`src/design/cspg_pkg.sv`:
```
// Package for the comparator-synchronised pulse generator.
// Assumes a 32-bit AHB-Lite register bus and one system clock.
package cspg_pkg;

  // Register byte offsets, one aligned word each.
  localparam logic [7:0] ADDR_CTRL_ONE   = 8'h00;
  localparam logic [7:0] ADDR_CTRL_TWO   = 8'h04;
  localparam logic [7:0] ADDR_DELAY      = 8'h08;
  localparam logic [7:0] ADDR_ON_TIME_A  = 8'h0C;
  localparam logic [7:0] ADDR_ON_TIME_B  = 8'h10;
  localparam logic [7:0] ADDR_CAPTURE    = 8'h14;
  localparam logic [7:0] ADDR_CTRL_THREE = 8'h18;
  localparam logic [7:0] ADDR_CTRL_FOUR  = 8'h1C;
  localparam logic [7:0] ADDR_CTRL_FIVE  = 8'h20;
  localparam logic [7:0] ADDR_BLANK_ONE  = 8'h24;
  localparam logic [7:0] ADDR_TIMEOUT    = 8'h28;
  localparam logic [7:0] ADDR_BLANK_THR  = 8'h2C;
  localparam logic [7:0] ADDR_BLANK_EGT  = 8'h30;

  // Field positions in control register one.
  localparam int BIT_GEN_ENABLE   = 7;
  localparam int BIT_PULSE_RUN    = 6;
  localparam int BIT_REPEAT_MODE  = 5;
  localparam int BIT_SURGE_ENABLE = 4;
  localparam int BIT_ON_TIME_SEL  = 3;
  localparam int BIT_CMP2_HISTORY = 2;
  localparam int BIT_SURGE_FLAG   = 1;
  localparam int BIT_SURGE_IRQ_EN = 0;

  // Field positions in control register two.
  localparam int BIT_ROUTE_SEL_LSB = 4;
  localparam int BIT_MONITOR_EN    = 3;
  localparam int BIT_ROUTE_EN      = 2;

  // Capture trigger select sits in bit 7 of the capture high byte.
  localparam int BIT_CAPTURE_SEL = 15;

  // Widths.
  localparam int CNT_W   = 12;
  localparam int DLY_W   = 8;
  localparam int ON_W    = 11;
  localparam int BLK1_W  = 8;
  localparam int TOT_W   = 8;
  localparam int BLK38_W = 6;
  localparam int CR_W    = 8;
  localparam int CR2_W   = 7;
  localparam int CR345_W = 6;

  // Reset values.
  localparam logic [7:0]  RST_BYTE    = 8'h00;
  localparam logic [10:0] RST_ON_TIME = 11'h000;

  // Timing: the count clock is the system clock.
  localparam int CLK_FREQ_MHZ = 25;
  localparam int CNT_STEP     = 1;

  typedef enum logic [1:0] {PH_IDLE, PH_DELAY, PH_ON, PH_WAIT} cspg_phase_t;

endpackage

```
`src/design/cspg_pulse_gen.sv`:
```
// Comparator-synchronised pulse generator with AHB-Lite register access.
// Assumes comparator outputs and the surge signal arrive as asynchronous levels.
//
// Implementation choices: the placing of the registers and register access over AHB-Lite.
`timescale 1ns/10ps

module cspg_pulse_gen
  import cspg_pkg::*;
#(
  parameter bit INVERT_PULSE = 1'b0
) (
  // Clock and reset
  input  wire logic        I_CLK_SYS,
  input  wire logic        I_NRST,
  // AHB-Lite slave
  input  wire logic        I_HSEL,
  input  wire logic [31:0] I_HADDR,
  input  wire logic [1:0]  I_HTRANS,
  input  wire logic        I_HWRITE,
  input  wire logic [2:0]  I_HSIZE,
  input  wire logic [31:0] I_HWDATA,
  input  wire logic        I_HREADY,
  output logic      [31:0] O_HRDATA,
  output logic             O_HREADYOUT,
  output logic             O_HRESP,
  // Analog front end, bit 0 is comparator 1
  input  wire logic [7:0]  I_CMP,
  input  wire logic        I_SURGE,
  // Pins
  output logic             O_PULSE_OUT_PIN,
  output logic             O_PULSE_OUT_PIN_OE_N,
  output logic             O_MONITOR_PIN,
  output logic             O_COMPARATOR_ROUTE_PIN
);

  // Bus state.
  logic              wr_pend;
  logic [7:0]        wr_addr;
  logic              acc_valid;
  logic              wr_now;

  // Software registers.
  logic [CR_W-1:0]    ctrl_one;
  logic [CR2_W-1:0]   ctrl_two;
  logic [DLY_W-1:0]   delay_set;
  logic [ON_W-1:0]    on_a;
  logic [ON_W-1:0]    on_b;
  logic [CR345_W-1:0] ctrl_three;
  logic [CR345_W-1:0] ctrl_four;
  logic [CR345_W-1:0] ctrl_five;
  logic [BLK1_W-1:0]  blank_one_set;
  logic [TOT_W-1:0]   timeout_set;
  logic [BLK38_W-1:0] blank_three_set;
  logic [BLK38_W-1:0] blank_eight_set;
  logic               cap_sel_sw;

  // Working buffers and core state.
  logic [DLY_W-1:0]   delay_buf;
  logic [ON_W-1:0]    on_buf;
  logic [BLK1_W-1:0]  blank_one_buf;
  logic [TOT_W-1:0]   timeout_buf;
  logic [BLK38_W-1:0] blank_three_buf;
  logic [BLK38_W-1:0] blank_eight_buf;
  logic               cap_sel_buf;
  logic [ON_W-1:0]    capture;
  logic [CNT_W-1:0]   cnt;
  cspg_phase_t        phase;
  logic               pulse;
  logic               run_d;
  logic               mode_lat;
  logic               blank_one;
  logic               blank_three;
  logic               blank_eight;
  logic               c2_acc;

  // Synchronisers.
  logic [8:0]         sync_a;
  logic [8:0]         sync_b;
  logic [8:0]         sync_c;

  logic               gen_en;
  logic               run;
  logic               run_rise;
  logic               cmp1_fall;
  logic               cmp2_rise;
  logic               cmp7_rise;
  logic               surge_hit;
  logic               cmp3_high;
  logic               cmp8_high;
  logic               delay_match;
  logic               on_match;
  logic               timeout_hit;
  logic               sync_flag;
  logic [DLY_W-1:0]   delay_eff;
  logic [ON_W-1:0]    on_eff;
  logic [ON_W-1:0]    next_on_buf;

  assign gen_en = ctrl_one[BIT_GEN_ENABLE];
  assign run    = ctrl_one[BIT_PULSE_RUN];

  // AHB-Lite: zero wait states, always OKAY.
  assign O_HREADYOUT = 1'b1;
  assign O_HRESP     = 1'b0;
  assign acc_valid   = I_HSEL & I_HTRANS[1] & I_HREADY;
  assign wr_now      = wr_pend & I_HREADY;

  always_ff @(posedge I_CLK_SYS or negedge I_NRST) begin
    if (!I_NRST) begin
      wr_pend <= 1'b0;
      wr_addr <= RST_BYTE;
    end else if (I_HREADY) begin
      wr_pend <= acc_valid & I_HWRITE;
      wr_addr <= {I_HADDR[7:2], 2'b00};
    end
  end

  // Read data is taken in the address phase so it stands from a flop in the data phase.
  always_ff @(posedge I_CLK_SYS or negedge I_NRST) begin
    if (!I_NRST) begin
      O_HRDATA <= 32'h0000_0000;
    end else if (acc_valid && !I_HWRITE) begin
      unique case ({I_HADDR[7:2], 2'b00})
        ADDR_CTRL_ONE:   O_HRDATA <= {24'h00_0000, ctrl_one};
        ADDR_CTRL_TWO:   O_HRDATA <= {25'h000_0000, ctrl_two};
        ADDR_DELAY:      O_HRDATA <= {24'h00_0000, delay_set};
        ADDR_ON_TIME_A:  O_HRDATA <= {21'h00_0000, on_a};
        ADDR_ON_TIME_B:  O_HRDATA <= {21'h00_0000, on_b};
        ADDR_CAPTURE:    O_HRDATA <= {16'h0000, cap_sel_sw, 4'h0, capture};
        ADDR_CTRL_THREE: O_HRDATA <= {26'h000_0000, ctrl_three};
        ADDR_CTRL_FOUR:  O_HRDATA <= {26'h000_0000, ctrl_four};
        ADDR_CTRL_FIVE:  O_HRDATA <= {26'h000_0000, ctrl_five};
        ADDR_BLANK_ONE:  O_HRDATA <= {24'h00_0000, blank_one_set};
        ADDR_TIMEOUT:    O_HRDATA <= {24'h00_0000, timeout_set};
        ADDR_BLANK_THR:  O_HRDATA <= {26'h000_0000, blank_three_set};
        ADDR_BLANK_EGT:  O_HRDATA <= {26'h000_0000, blank_eight_set};
        default:         O_HRDATA <= 32'h0000_0000;
      endcase
    end
  end

  // Plain setting registers.
  always_ff @(posedge I_CLK_SYS or negedge I_NRST) begin
    if (!I_NRST) begin
      ctrl_two        <= RST_BYTE[CR2_W-1:0];
      delay_set       <= RST_BYTE;
      on_a            <= RST_ON_TIME;
      on_b            <= RST_ON_TIME;
      ctrl_three      <= RST_BYTE[CR345_W-1:0];
      ctrl_four       <= RST_BYTE[CR345_W-1:0];
      ctrl_five       <= RST_BYTE[CR345_W-1:0];
      blank_one_set   <= RST_BYTE;
      timeout_set     <= RST_BYTE;
      blank_three_set <= RST_BYTE[BLK38_W-1:0];
      blank_eight_set <= RST_BYTE[BLK38_W-1:0];
      cap_sel_sw      <= 1'b0;
    end else if (wr_now) begin
      unique case (wr_addr)
        ADDR_CTRL_TWO:   ctrl_two        <= I_HWDATA[CR2_W-1:0];
        ADDR_DELAY:      delay_set       <= I_HWDATA[DLY_W-1:0];
        ADDR_ON_TIME_A:  on_a            <= I_HWDATA[ON_W-1:0];
        ADDR_ON_TIME_B:  on_b            <= I_HWDATA[ON_W-1:0];
        ADDR_CAPTURE:    cap_sel_sw      <= I_HWDATA[BIT_CAPTURE_SEL];
        ADDR_CTRL_THREE: ctrl_three      <= I_HWDATA[CR345_W-1:0];
        ADDR_CTRL_FOUR:  ctrl_four       <= I_HWDATA[CR345_W-1:0];
        ADDR_CTRL_FIVE:  ctrl_five       <= I_HWDATA[CR345_W-1:0];
        ADDR_BLANK_ONE:  blank_one_set   <= I_HWDATA[BLK1_W-1:0];
        ADDR_TIMEOUT:    timeout_set     <= I_HWDATA[TOT_W-1:0];
        ADDR_BLANK_THR:  blank_three_set <= I_HWDATA[BLK38_W-1:0];
        ADDR_BLANK_EGT:  blank_eight_set <= I_HWDATA[BLK38_W-1:0];
        default: ;
      endcase
    end
  end

  // Two-stage synchronisers; the third stage exists only for edge detection.
  always_ff @(posedge I_CLK_SYS or negedge I_NRST) begin
    if (!I_NRST) begin
      sync_a <= 9'h000;
      sync_b <= 9'h000;
      sync_c <= 9'h000;
    end else begin
      sync_a <= {I_SURGE, I_CMP};
      sync_b <= sync_a;
      sync_c <= sync_b;
    end
  end

  assign cmp1_fall = ~sync_b[0] & sync_c[0];
  assign cmp2_rise = sync_b[1] & ~sync_c[1];
  assign cmp7_rise = sync_b[6] & ~sync_c[6];
  assign surge_hit = sync_b[8] & ctrl_one[BIT_SURGE_ENABLE];
  assign cmp3_high = sync_b[2] & ~blank_three & run;
  assign cmp8_high = sync_b[7] & ~blank_eight & run;

  // Control register one: hardware sets win over software writes, and a
  // hardware stop beats a software start so that a fault cannot be overridden.
  always_ff @(posedge I_CLK_SYS or negedge I_NRST) begin
    if (!I_NRST) begin
      ctrl_one <= RST_BYTE;
    end else begin
      if (wr_now && wr_addr == ADDR_CTRL_ONE) begin
        ctrl_one[BIT_GEN_ENABLE]   <= I_HWDATA[BIT_GEN_ENABLE];
        ctrl_one[BIT_PULSE_RUN]    <= I_HWDATA[BIT_PULSE_RUN];
        ctrl_one[BIT_REPEAT_MODE]  <= I_HWDATA[BIT_REPEAT_MODE];
        ctrl_one[BIT_SURGE_ENABLE] <= I_HWDATA[BIT_SURGE_ENABLE];
        ctrl_one[BIT_ON_TIME_SEL]  <= I_HWDATA[BIT_ON_TIME_SEL];
        ctrl_one[BIT_SURGE_FLAG]   <= I_HWDATA[BIT_SURGE_FLAG];
        ctrl_one[BIT_SURGE_IRQ_EN] <= I_HWDATA[BIT_SURGE_IRQ_EN];
      end
      if (gen_en && cmp2_rise) begin
        ctrl_one[BIT_ON_TIME_SEL] <= 1'b1;
      end
      if (gen_en && surge_hit) begin
        ctrl_one[BIT_SURGE_FLAG] <= 1'b1;
      end
      if (surge_hit || (gen_en && cmp7_rise)) begin
        ctrl_one[BIT_PULSE_RUN] <= 1'b0;
      end
      if (gen_en && run && cmp1_fall) begin
        ctrl_one[BIT_CMP2_HISTORY] <= c2_acc | cmp2_rise;
      end
    end
  end

  // Comparator 2 rising edges seen since the last comparator 1 falling edge.
  always_ff @(posedge I_CLK_SYS or negedge I_NRST) begin
    if (!I_NRST) begin
      c2_acc <= 1'b0;
    end else if (gen_en && run && cmp1_fall) begin
      c2_acc <= 1'b0;
    end else if (gen_en && run && cmp2_rise) begin
      c2_acc <= 1'b1;
    end
  end

  // Start detection and repeat-mode latch.
  assign run_rise = run & ~run_d;

  always_ff @(posedge I_CLK_SYS or negedge I_NRST) begin
    if (!I_NRST) begin
      run_d    <= 1'b0;
      mode_lat <= 1'b0;
    end else begin
      run_d <= run;
      if (run_rise) begin
        mode_lat <= ctrl_one[BIT_REPEAT_MODE];
      end
    end
  end

  // Matches. A zero delay or on-time setting is treated as one.
  assign delay_eff   = (delay_buf == '0) ? DLY_W'(1) : delay_buf;
  assign on_eff      = (on_buf == '0) ? ON_W'(1) : on_buf;
  assign delay_match = run && phase == PH_DELAY && cnt == CNT_W'(delay_eff);
  assign on_match    = run && phase == PH_ON && cnt == CNT_W'(on_eff);
  assign timeout_hit = run && mode_lat && phase == PH_WAIT && cnt == CNT_W'(timeout_buf);

  // Sync flag: start always, edge and timeout only in repeat mode.
  assign sync_flag = run_rise
                   | (run && mode_lat && ((cmp1_fall && !blank_one) || timeout_hit));

  assign next_on_buf = ctrl_one[BIT_ON_TIME_SEL] ? on_b : on_a;

  // Match buffers reload only on the sync flag, so writes act at the next cycle start.
  always_ff @(posedge I_CLK_SYS or negedge I_NRST) begin
    if (!I_NRST) begin
      delay_buf       <= RST_BYTE;
      on_buf          <= RST_ON_TIME;
      blank_one_buf   <= RST_BYTE;
      timeout_buf     <= RST_BYTE;
      blank_three_buf <= RST_BYTE[BLK38_W-1:0];
      blank_eight_buf <= RST_BYTE[BLK38_W-1:0];
      cap_sel_buf     <= 1'b0;
    end else if (sync_flag) begin
      delay_buf       <= delay_set;
      on_buf          <= next_on_buf;
      blank_one_buf   <= blank_one_set;
      timeout_buf     <= timeout_set;
      blank_three_buf <= blank_three_set;
      blank_eight_buf <= blank_eight_set;
      cap_sel_buf     <= cap_sel_sw;
    end
  end

  // Blanking windows open at sync and close on the first counter match.
  always_ff @(posedge I_CLK_SYS or negedge I_NRST) begin
    if (!I_NRST) begin
      blank_one   <= 1'b0;
      blank_three <= 1'b0;
      blank_eight <= 1'b0;
    end else if (sync_flag) begin
      blank_one   <= 1'b1;
      blank_three <= 1'b1;
      blank_eight <= 1'b1;
    end else begin
      if (cnt == CNT_W'(blank_one_buf)) begin
        blank_one <= 1'b0;
      end
      if (cnt == CNT_W'(blank_three_buf)) begin
        blank_three <= 1'b0;
      end
      if (cnt == CNT_W'(blank_eight_buf)) begin
        blank_eight <= 1'b0;
      end
    end
  end

  // 12-bit counter.
  always_ff @(posedge I_CLK_SYS or negedge I_NRST) begin
    if (!I_NRST) begin
      cnt <= '0;
    end else if (sync_flag || delay_match || on_match) begin
      cnt <= '0;
    end else if (run) begin
      cnt <= cnt + CNT_W'(CNT_STEP);
    end
  end

  // Phase sequencing.
  always_ff @(posedge I_CLK_SYS or negedge I_NRST) begin
    if (!I_NRST) begin
      phase <= PH_IDLE;
    end else if (!run) begin
      phase <= PH_IDLE;
    end else if (sync_flag) begin
      phase <= PH_DELAY;
    end else if (delay_match) begin
      phase <= PH_ON;
    end else if (on_match || (cmp3_high && phase == PH_ON)) begin
      phase <= mode_lat ? PH_WAIT : PH_IDLE;
    end
  end

  // Pulse output state.
  always_ff @(posedge I_CLK_SYS or negedge I_NRST) begin
    if (!I_NRST) begin
      pulse <= 1'b0;
    end else if (!run) begin
      pulse <= 1'b0;
    end else if (cmp3_high) begin
      pulse <= 1'b0;
    end else if (on_match) begin
      pulse <= 1'b0;
    end else if (delay_match) begin
      pulse <= 1'b1;
    end
  end

  // On-time capture while the pulse is on.
  always_ff @(posedge I_CLK_SYS or negedge I_NRST) begin
    if (!I_NRST) begin
      capture <= RST_ON_TIME;
    end else if (phase == PH_ON && (cap_sel_buf ? cmp8_high : cmp3_high)) begin
      capture <= cnt[ON_W-1:0];
    end
  end

  // Pins, registered so the pin data comes from flops.
  always_ff @(posedge I_CLK_SYS or negedge I_NRST) begin
    if (!I_NRST) begin
      O_PULSE_OUT_PIN        <= INVERT_PULSE;
      O_PULSE_OUT_PIN_OE_N   <= 1'b1;
      O_MONITOR_PIN          <= 1'b0;
      O_COMPARATOR_ROUTE_PIN <= 1'b0;
    end else begin
      O_PULSE_OUT_PIN        <= pulse ^ INVERT_PULSE;
      O_PULSE_OUT_PIN_OE_N   <= ~gen_en;
      O_MONITOR_PIN          <= ctrl_two[BIT_MONITOR_EN] & (pulse ^ INVERT_PULSE);
      O_COMPARATOR_ROUTE_PIN <= ctrl_two[BIT_ROUTE_EN] & sync_b[ctrl_two[BIT_ROUTE_SEL_LSB +: 3]];
    end
  end

endmodule

```
`config.mk`:
```
export PLATFORM = sky130hd
export DESIGN_NAME = cspg_pulse_gen
export DESIGN_NICKNAME = d
export VERILOG_FILES = /design/src/design/cspg_pkg.sv /design/src/design/cspg_pulse_gen.sv
export SDC_FILE = /design/constraint.sdc
export NUM_CORES = 1
export LEC_CHECK = 0
export BUFFER_PORTS_ARGS = -buffer_cell sky130_fd_sc_hd__buf_2
export CAP_MARGIN = 10
export CORE_ASPECT_RATIO = 1.4
export CORE_MARGIN = 1.5
export CORE_UTILIZATION = 53
export CTS_BUF_LIST = sky130_fd_sc_hd__clkbuf_16
export DETAILED_ROUTE_END_ITERATION = 6
export HOLD_SLACK_MARGIN = 0.1
export PLACE_DENSITY = 0.73
export SLEW_MARGIN = 20
export SYNTH_ARGS = -nofsm -noshare
export SYNTH_HDL_FRONTEND = slang
export SYNTH_SLANG_ARGS = --single-unit
```
`constraint.sdc`:
```
create_clock -name I_CLK_SYS -period 1.9 [get_ports I_CLK_SYS]
set_clock_uncertainty 0.05 [all_clocks]
set_input_delay 0.095 -clock I_CLK_SYS [delete_from_list [all_inputs] [get_ports I_CLK_SYS]]
set_output_delay 0.095 -clock I_CLK_SYS [all_outputs]
set_load 0.01 [all_outputs]
```
==> reports/qor.yml, run 1 <==
status: "finished with violations"
violations: "setup timing"
pin_count: 121
first_iter_violations: 638
worstPathArrival_ps: 2520
ys.flop_type: "dfrtp_1"
hold_class: "in2reg"
leakagePower_uw: 0.00624
slew_headroom_pct: 55.9
finalNonFillerCells: 1192
worst_slew_pin_slew_ps: 660
place_congestion: 0.994
drive_above_1_share_pct: 42.5
placed_cells: 1105
antenna_left: 0
setup.worst_path.end_class: "register"
chipHeight_um: 166
io_buffers: 48
n_antenna_cell: 0
yosys_warnings: 0
crit_chain: "nor4_2 -> a31oi_1 -> xnor2_1 -> nor4_2 -> buf_4 -> buf_6 -> or4b_1 -> nand3_1"
cts_tree: "done"
path_delay_family: "simple AND/OR/NAND/NOR gates"
die-area_um2: 19800
yosysTopAreaCell: "dfrtp_1"
ys_seq_elements: 216
reg2reg_slack_ps: -230
dpl_cell_area_um2: 11100
clock_latency_ps: 520
grt_setup_unrepaired: "yes"
cts-root-buf: "clkbuf_16"
cp.required_ps: 2300
synth_cell_types: 55
wirelength_um: 27800
yosys-top-cells-area: "dfrtp_1 (54%), mux2_2 (13%), mux2_4 (5.4%)"
start_kind: "register"
seq_area_frac_synth_pct: 53.8
cap_violations: 0
cts-htree-levels: 1
track_usage_pct: 27.8
grt_pass1_vias: 7508
syn_to_final_growth_pct: 25.5
dr.pass1.iters: 5
overflow: 0
numCtsBuffers: 21
holdPathStages: 5
slowest_delay_ps: 470
syn_inst: 769
rr_endpoint: "phase[0]"
hold_path_end: "O_HRDATA[8]"
hold_violations: 0
holdCritStartpoint: "I_HWRITE"
die_w_um: 119
postSynthAreaPerCell_um2: 13.1
setup_ws_ps: -226
wl_per_cell_um: 23.3
start_util_pct: 54.0
crit_slowest_cell: "or4b_1"
drc: 0
timing.rr.start: "on_buf[9]"
final.period_utilization_pct: 112
layout_min_cycle_time_ps: 2130
synth_async_sr_flop_share_pct: 100
dp_hpwl_um: 18900
nFillCells: 1249
clk_pin_slew_ps: 70
synth_edf_count: 0
vias: 7133
crit_top_cell: "nor4_2"
vias_per_cell: 5.98
critical_path.n_buffers_inverters: 2
cellPowerDensity_nw_per_um2: 806
fin_nets: 1017
grt_pass1_wl_um: 42200
r2r_cells: 8
core-area_um2: 18600
drv_slew: 0
clk_path_buf_depth: 3
rows: 59
grt_max_degree: 56
cts.sinks: 216
path_max_fanout: 4
worstSetupPathType: "reg2reg"
setup_violations: 65
synth_top_area_share_pct: 53.5
ir_drop_v: 0.000805
fmax_ghz: 0.470
synth_area_um2: 10000
final_cell_area_um2: 12600
antenna_found_initial: 0
metrics by stage:
step	utilization [%]	hold WS (ps)	TNS, ps	total power (uW)	worst slack, ps
floorplan	-	-251	-118	5580	-11.3
global placement	59.7	-13.2	-4560	5930	-148
detailed placement	59.7	-5.08	-7260	5980	-229
CTS	65.9	130	-7850	10100	-166
global route	67.8	157	-15990	10500	-349
finish	67.8	134	-10540	10200	-226
state kept, by name (all words and copies together), names as in the netlist, 7 cells and up:
register / cells
delay_set: 8
blank_one_set: 8
on_b: 11
on_buf: 11
capture: 11
cnt: 12
ctrl_two: 7
timeout_set: 8
blank_one_buf: 8
timeout_buf: 8
delay_buf: 8
O_HRDATA: 12
on_a: 11
sync_a: 9
ctrl_one: 8
sync_b: 9
cells in the mapped netlist, types with 2 or more instances:
cell type and instances:
a21oi_1 8, a222oi_1 2, clkbuf_1 22, nor4b_1 2, nor4_2 2, mux2_2 115
nand4_1 12, buf_6 4, nand4b_1 3, a31oi_1 5, buf_4 23, o41ai_1 3
or4_1 2, nor2b_1 5, a21o_1 3, and3_1 2, mux2i_1 20, conb_1 2
o21ai_0 23, nand2_1 46, xor2_1 20, nor4_1 7, nand3_1 22, xnor2_1 35
a32oi_1 2, nor3b_1 9, mux4_2 14, nor3_1 6, mux2_4 36, buf_2 15
a22o_1 10, or3_1 2, a22oi_1 13, dfrtp_1 215, nor2_1 29, inv_1 6
nand2b_1 6
cell type report:
class / count / area (um2) / share of cell area [%]
Clock inverter: 17 / 135 / 1.07
Sequential cell: 216 / 5410 / 42.9
Inverter: 6 / 22.5 / 0.179
Tap cell: 244 / 305 / 2.42
Clock buffer: 21 / 526 / 4.17
Timing Repair Buffer: 186 / 1610 / 12.8
Multi-Input combinational cell: 502 / 4590 / 36.4
cells by family (layout without fill, tap and decap cells):
| family | after synthesis | count (layout) | share of synthesized area (%) |
|---|---|---|---|
| AOI/OAI and AO/OA | 75 | 75 | 5.04 |
| adders and majority gates | 1 | 1 | 0.125 |
| other | 2 | 22 | 0.0747 |
| and+or+nand+nor | 164 | 164 | 8.75 |
| buffers and inverters | 71 | 230 | 4.00 |
| xor gates and xnor gates | 55 | 55 | 4.79 |
| DFF | 216 | 216 | 53.8 |
| muxes | 185 | 185 | 23.4 |
placed cells by master, fill, tap and decap left out, drive strengths merged, types with 12 or more instances in the layout:
cell type and instances:
buf 148, o21ai 24, dlygate4sd3 34, xor2 20, nand4 12, mux2 151
nor2 29, mux4 14, conb 22, xnor2 35, nand2 46, clkbuf 25
mux2i 20, a22oi 13, nand3 22, dfrtp 215
power breakdown:
part	switching, uW	total [uW]	internal, uW
clock network	1760	4060	2290
logic	557	1110	551
registers	193	5000	4810
total	2510	10200	7650
worst min-delay path, stage by stage:
cell and delay (ps):
buf_2 90, nand4b_1 140, buf_4 200, nand2_1 60, o21ai_0 60
worst max path at each step:
stage,startpoint,cells after the start,endpoint,slack (ps)
6_report,on_buf[9],8,phase[0],-230
5_1_grt,on_buf[9],8,phase[0],-350
4_1_cts,on_buf[7],8,phase[1],-170
3_5_place_dp,on_buf[7],8,phase[0],-230
3_3_place_gp,on_buf[7],8,phase[0],-150
2_1_floorplan,on_buf[7],6,phase[1],-10
metal layers:
| metal | vias up | global-route usage (%) | part of all wire (%) |
|---|---|---|---|
| met5 | - | 0 | 0 |
| met3 | 116 | 3.16 | 4.9 |
| met4 | 0 | 16.1 | 7.0 |
| li1 | 3046 | - | - |
| met2 | 318 | 47.9 | 51 |
| met1 | 3653 | 33.7 | 37 |
repair_timing:
item,in CTS,in global routing
cloned,2,7
gates resized for setup,23,54
endpoints found under the setup margin,62,103
hold buffers,35,0
hold endpoints to repair,323,0
setup buffers,1,5
pin swaps,11,25
Power figures use the tool's default switching activity.
==> inputs of run 2 (changes only) <==
Settings changed: ABC_AREA set to 1, PLACE_DENSITY 0.73 to 0.72.
==> run 2 against run 1 <==
  * The run now ends clean
  * Fmax increased by 13%
  * Non-clock buffer count grew 1
  * Die area grew 1.6%
  * Final cell count up 35%
  * Via count grew 23%
  * Critical endpoint is now blank_three_buf[3]
  * Combinational power increased to 3.6 times the previous value
  * Clock-buffer cell count is the same
  * Sequential power rose by 8.0%
  * Largest power group unchanged
  * Setup slack gained 250 ps
  * Global-route usage up 0.40 points
==> reports/qor.yml, run 2 <==
status: "complete, no violations"
layout_min_cycle_time_ps: 1880  # -248 ps
clock_latency_ps: 490  # -30 ps
placed_cells: 1520  # +38%
yosys_warnings: 0  # unchanged
wirelength_um: 27900  # +0.48%
first_iter_violations: 760  # +19%
wl_per_cell_um: 17.3  # -26%
postSynthAreaPerCell_um2: 8.54  # -35%
cts-htree-levels: 1  # unchanged
seq_area_frac_synth_pct: 53.0  # -0.85 points
setup.worst_path.end_class: "register"
setup_violations: 0  # -100%
yosys-top-cells-area: "dfrtp_1 (53%), nand2_1 (13%), o21ai_0 (7.2%)"
track_usage_pct: 28.2  # +0.40 points
synth_commonest_cells: "nand2_1 (355), dfrtp_1 (215), o21ai_0 (146)"
overflow: 0  # unchanged
path_max_fanout: 7  # +3
final_common_cell: "nand2_1"
tns_ps: 0  # +10,540 ps
slew_headroom_pct: 54.4  # -1.5 points
grt_max_degree: 68  # +21%
vias_per_cell: 5.43  # -9.2%
start_util_pct: 54.4  # +0.44 points
yosysTopAreaCell: "dfrtp_1"
numCtsBuffers: 21  # unchanged
cts-root-buf: "clkbuf_16"
ys_seq_elements: 216  # unchanged
drc: 0  # unchanged
grt_pass1_vias: 8631  # +15%
cap_violations: 0  # unchanged
synth_area_um2: 10200  # +1.6%
hold_class: "in2async"
chipHeight_um: 167  # +0.79%
synth_async_sr_flop_share_pct: 100  # unchanged
worstPathArrival_ps: 2250  # -270 ps
ir_drop_v: 0.000830  # +3.1%
cts_tree: "done"
n_antenna_cell: 0  # unchanged
fmax_ghz: 0.533  # +13%
cts.sinks: 216  # unchanged
leakagePower_uw: 0.00600  # -3.8%
dr.pass1.iters: 6  # +1
finalNonFillerCells: 1614  # +35%
cp.required_ps: 2270  # -30 ps
dp_slack_ps: -88.7  # +140 ps
syn_inst: 1195  # +55%
rows: 59  # unchanged
setup_ws_ps: 22.2  # +248 ps
worst_slew_pin_slew_ps: 684  # +24.6 ps
grt_setup_unrepaired: "yes"
io_buffers: 48  # unchanged
fin_nets: 1441  # +42%
yosysMostFrequentCell: "nand2_1"
synth_edf_count: 0  # unchanged
antenna_left: 0  # unchanged
core-area_um2: 18800  # +0.79%
ys.flop_type: "dfrtp_1"
clk_pin_slew_ps: 70  # about the same
die-area_um2: 20100  # +1.6%
start_kind: "register"
drive_above_1_share_pct: 20.7  # -22 points
final.period_utilization_pct: 98.8  # -13 points
final_cell_area_um2: 12600  # -0.43%
hold_violations: 0  # unchanged
most-common-layout-cells: "nand2_1 (331), dfrtp_1 (211), o21ai_0 (144)"
dpl_cell_area_um2: 11100  # -0.36%
nFillCells: 1512  # +21%
synth_top_area_share_pct: 52.7  # -0.85 points
antenna_found_initial: 0  # unchanged
pin_count: 121  # unchanged
vias: 8765  # +23%
dp_hpwl_um: 19800  # +5.0%
worstSetupPathType: "reg2reg"
drv_slew: 0  # unchanged
syn_to_final_growth_pct: 23.0
die_w_um: 120  # +0.78%
synth_cell_types: 49  # -11%
grt_pass1_wl_um: 44600  # +5.6%
place_congestion: 0.928  # -6.6%
clk_path_buf_depth: 3  # unchanged
top_regs: "O_HRDATA: 12 flops, cnt: 12 flops"
cellPowerDensity_nw_per_um2: 1080  # +35%
run 2: worst max-delay path, stage by stage, from the launching register on:
cell	delay, ps
dfrtp_1	420
inv_2	90
nand2_1	70
nand2_1	50
nor2_1	90
nand2_1	50
nor2_1	130
nand2_1	100
nand2_1	90
nand2_2	70
nand2_4	130
clkbuf_16	180
clkbuf_16	160
nand2_2	60
o21ai_2	50
run 2: cells by family (layout without fill, tap and decap cells):
kind of cell	after synthesis	in the layout	share of synthesized area, %
AND/OR/NAND/NOR	514	514	21.4
XOR/XNOR	16	16	1.37
buffers and inverters	195	350	9.18
adder cells (fa/ha/maj)	1	1	0.123
AO/OA/AOI/OAI	246	246	14.4
other	2	22	0.0736
multiplexers	5	5	0.490
flip-flops	216	216	53.0
run 2: layout make-up:
class                           count  area, um2  area share, %
Timing Repair Buffer              187       1600           12.7
Tap cell                          244        305           2.43
Multi-Input combinational cell    804       4080           32.5
Clock buffer                       21        526           4.19
Clock inverter                     15        150           1.20
Sequential cell                   216       5410           43.1
Inverter                          127        487           3.88
run 2: final timing paths:
check	start	end	depth (start not counted)	slack (ps)
worst max-delay path	cnt[7]	blank_three_buf[3]	14	20
worst min-delay path	I_NRST	blank_eight_buf[5]	2	80
worst max register to register	cnt[7]	blank_three_buf[3]	14	20
worst min register to register	sync_a[8]	sync_b[8]	0	300
max in group asynchronous	I_NRST	O_PULSE_OUT_PIN_OE_N	3	980
min in group I_CLK_SYS	I_HWDATA[1]	ctrl_three[1]	3	120
run 2: power breakdown:
| group | internal (uW) | total (uW) | switching [uW] |
|---|---|---|---|
| clock | 2420 | 4160 | 1740 |
| sequential | 5020 | 5400 | 381 |
| combinational | 1700 | 4050 | 2350 |
run 2: metal layers:
metal  up-vias  share of wire (%)  routed length, um  global-route usage, %
li1       4136                  -                  -                      -
met1      4201                 39              10900                   35.3
met5         -                  0                  0                      0
met4         0                6.1               1710                   17.5
met3       103                5.1               1430                   3.27
met2       325                 50              13900                   46.6
run 2: what timing repair did:
item	CTS	global route
pin swaps	1	19
gates resized for setup	1	59
setup endpoints to repair	5	77
setup buffers	1	12
gates cloned	0	5
hold endpoints to repair	285	0
hold buffers	40	0
run 2: per-stage QoR:
stage | total power, uW | hold WS, ps | util, %
5_1_grt | 14200 | 107 | 66.9
6_report | 13600 | 75.1 | 66.9
2_1_floorplan | 7690 | -251 | -
4_1_cts | 13000 | 103 | 64.8
3_5_place_dp | 8730 | 31.4 | 59.0
3_3_place_gp | 8640 | 30.2 | 59.0
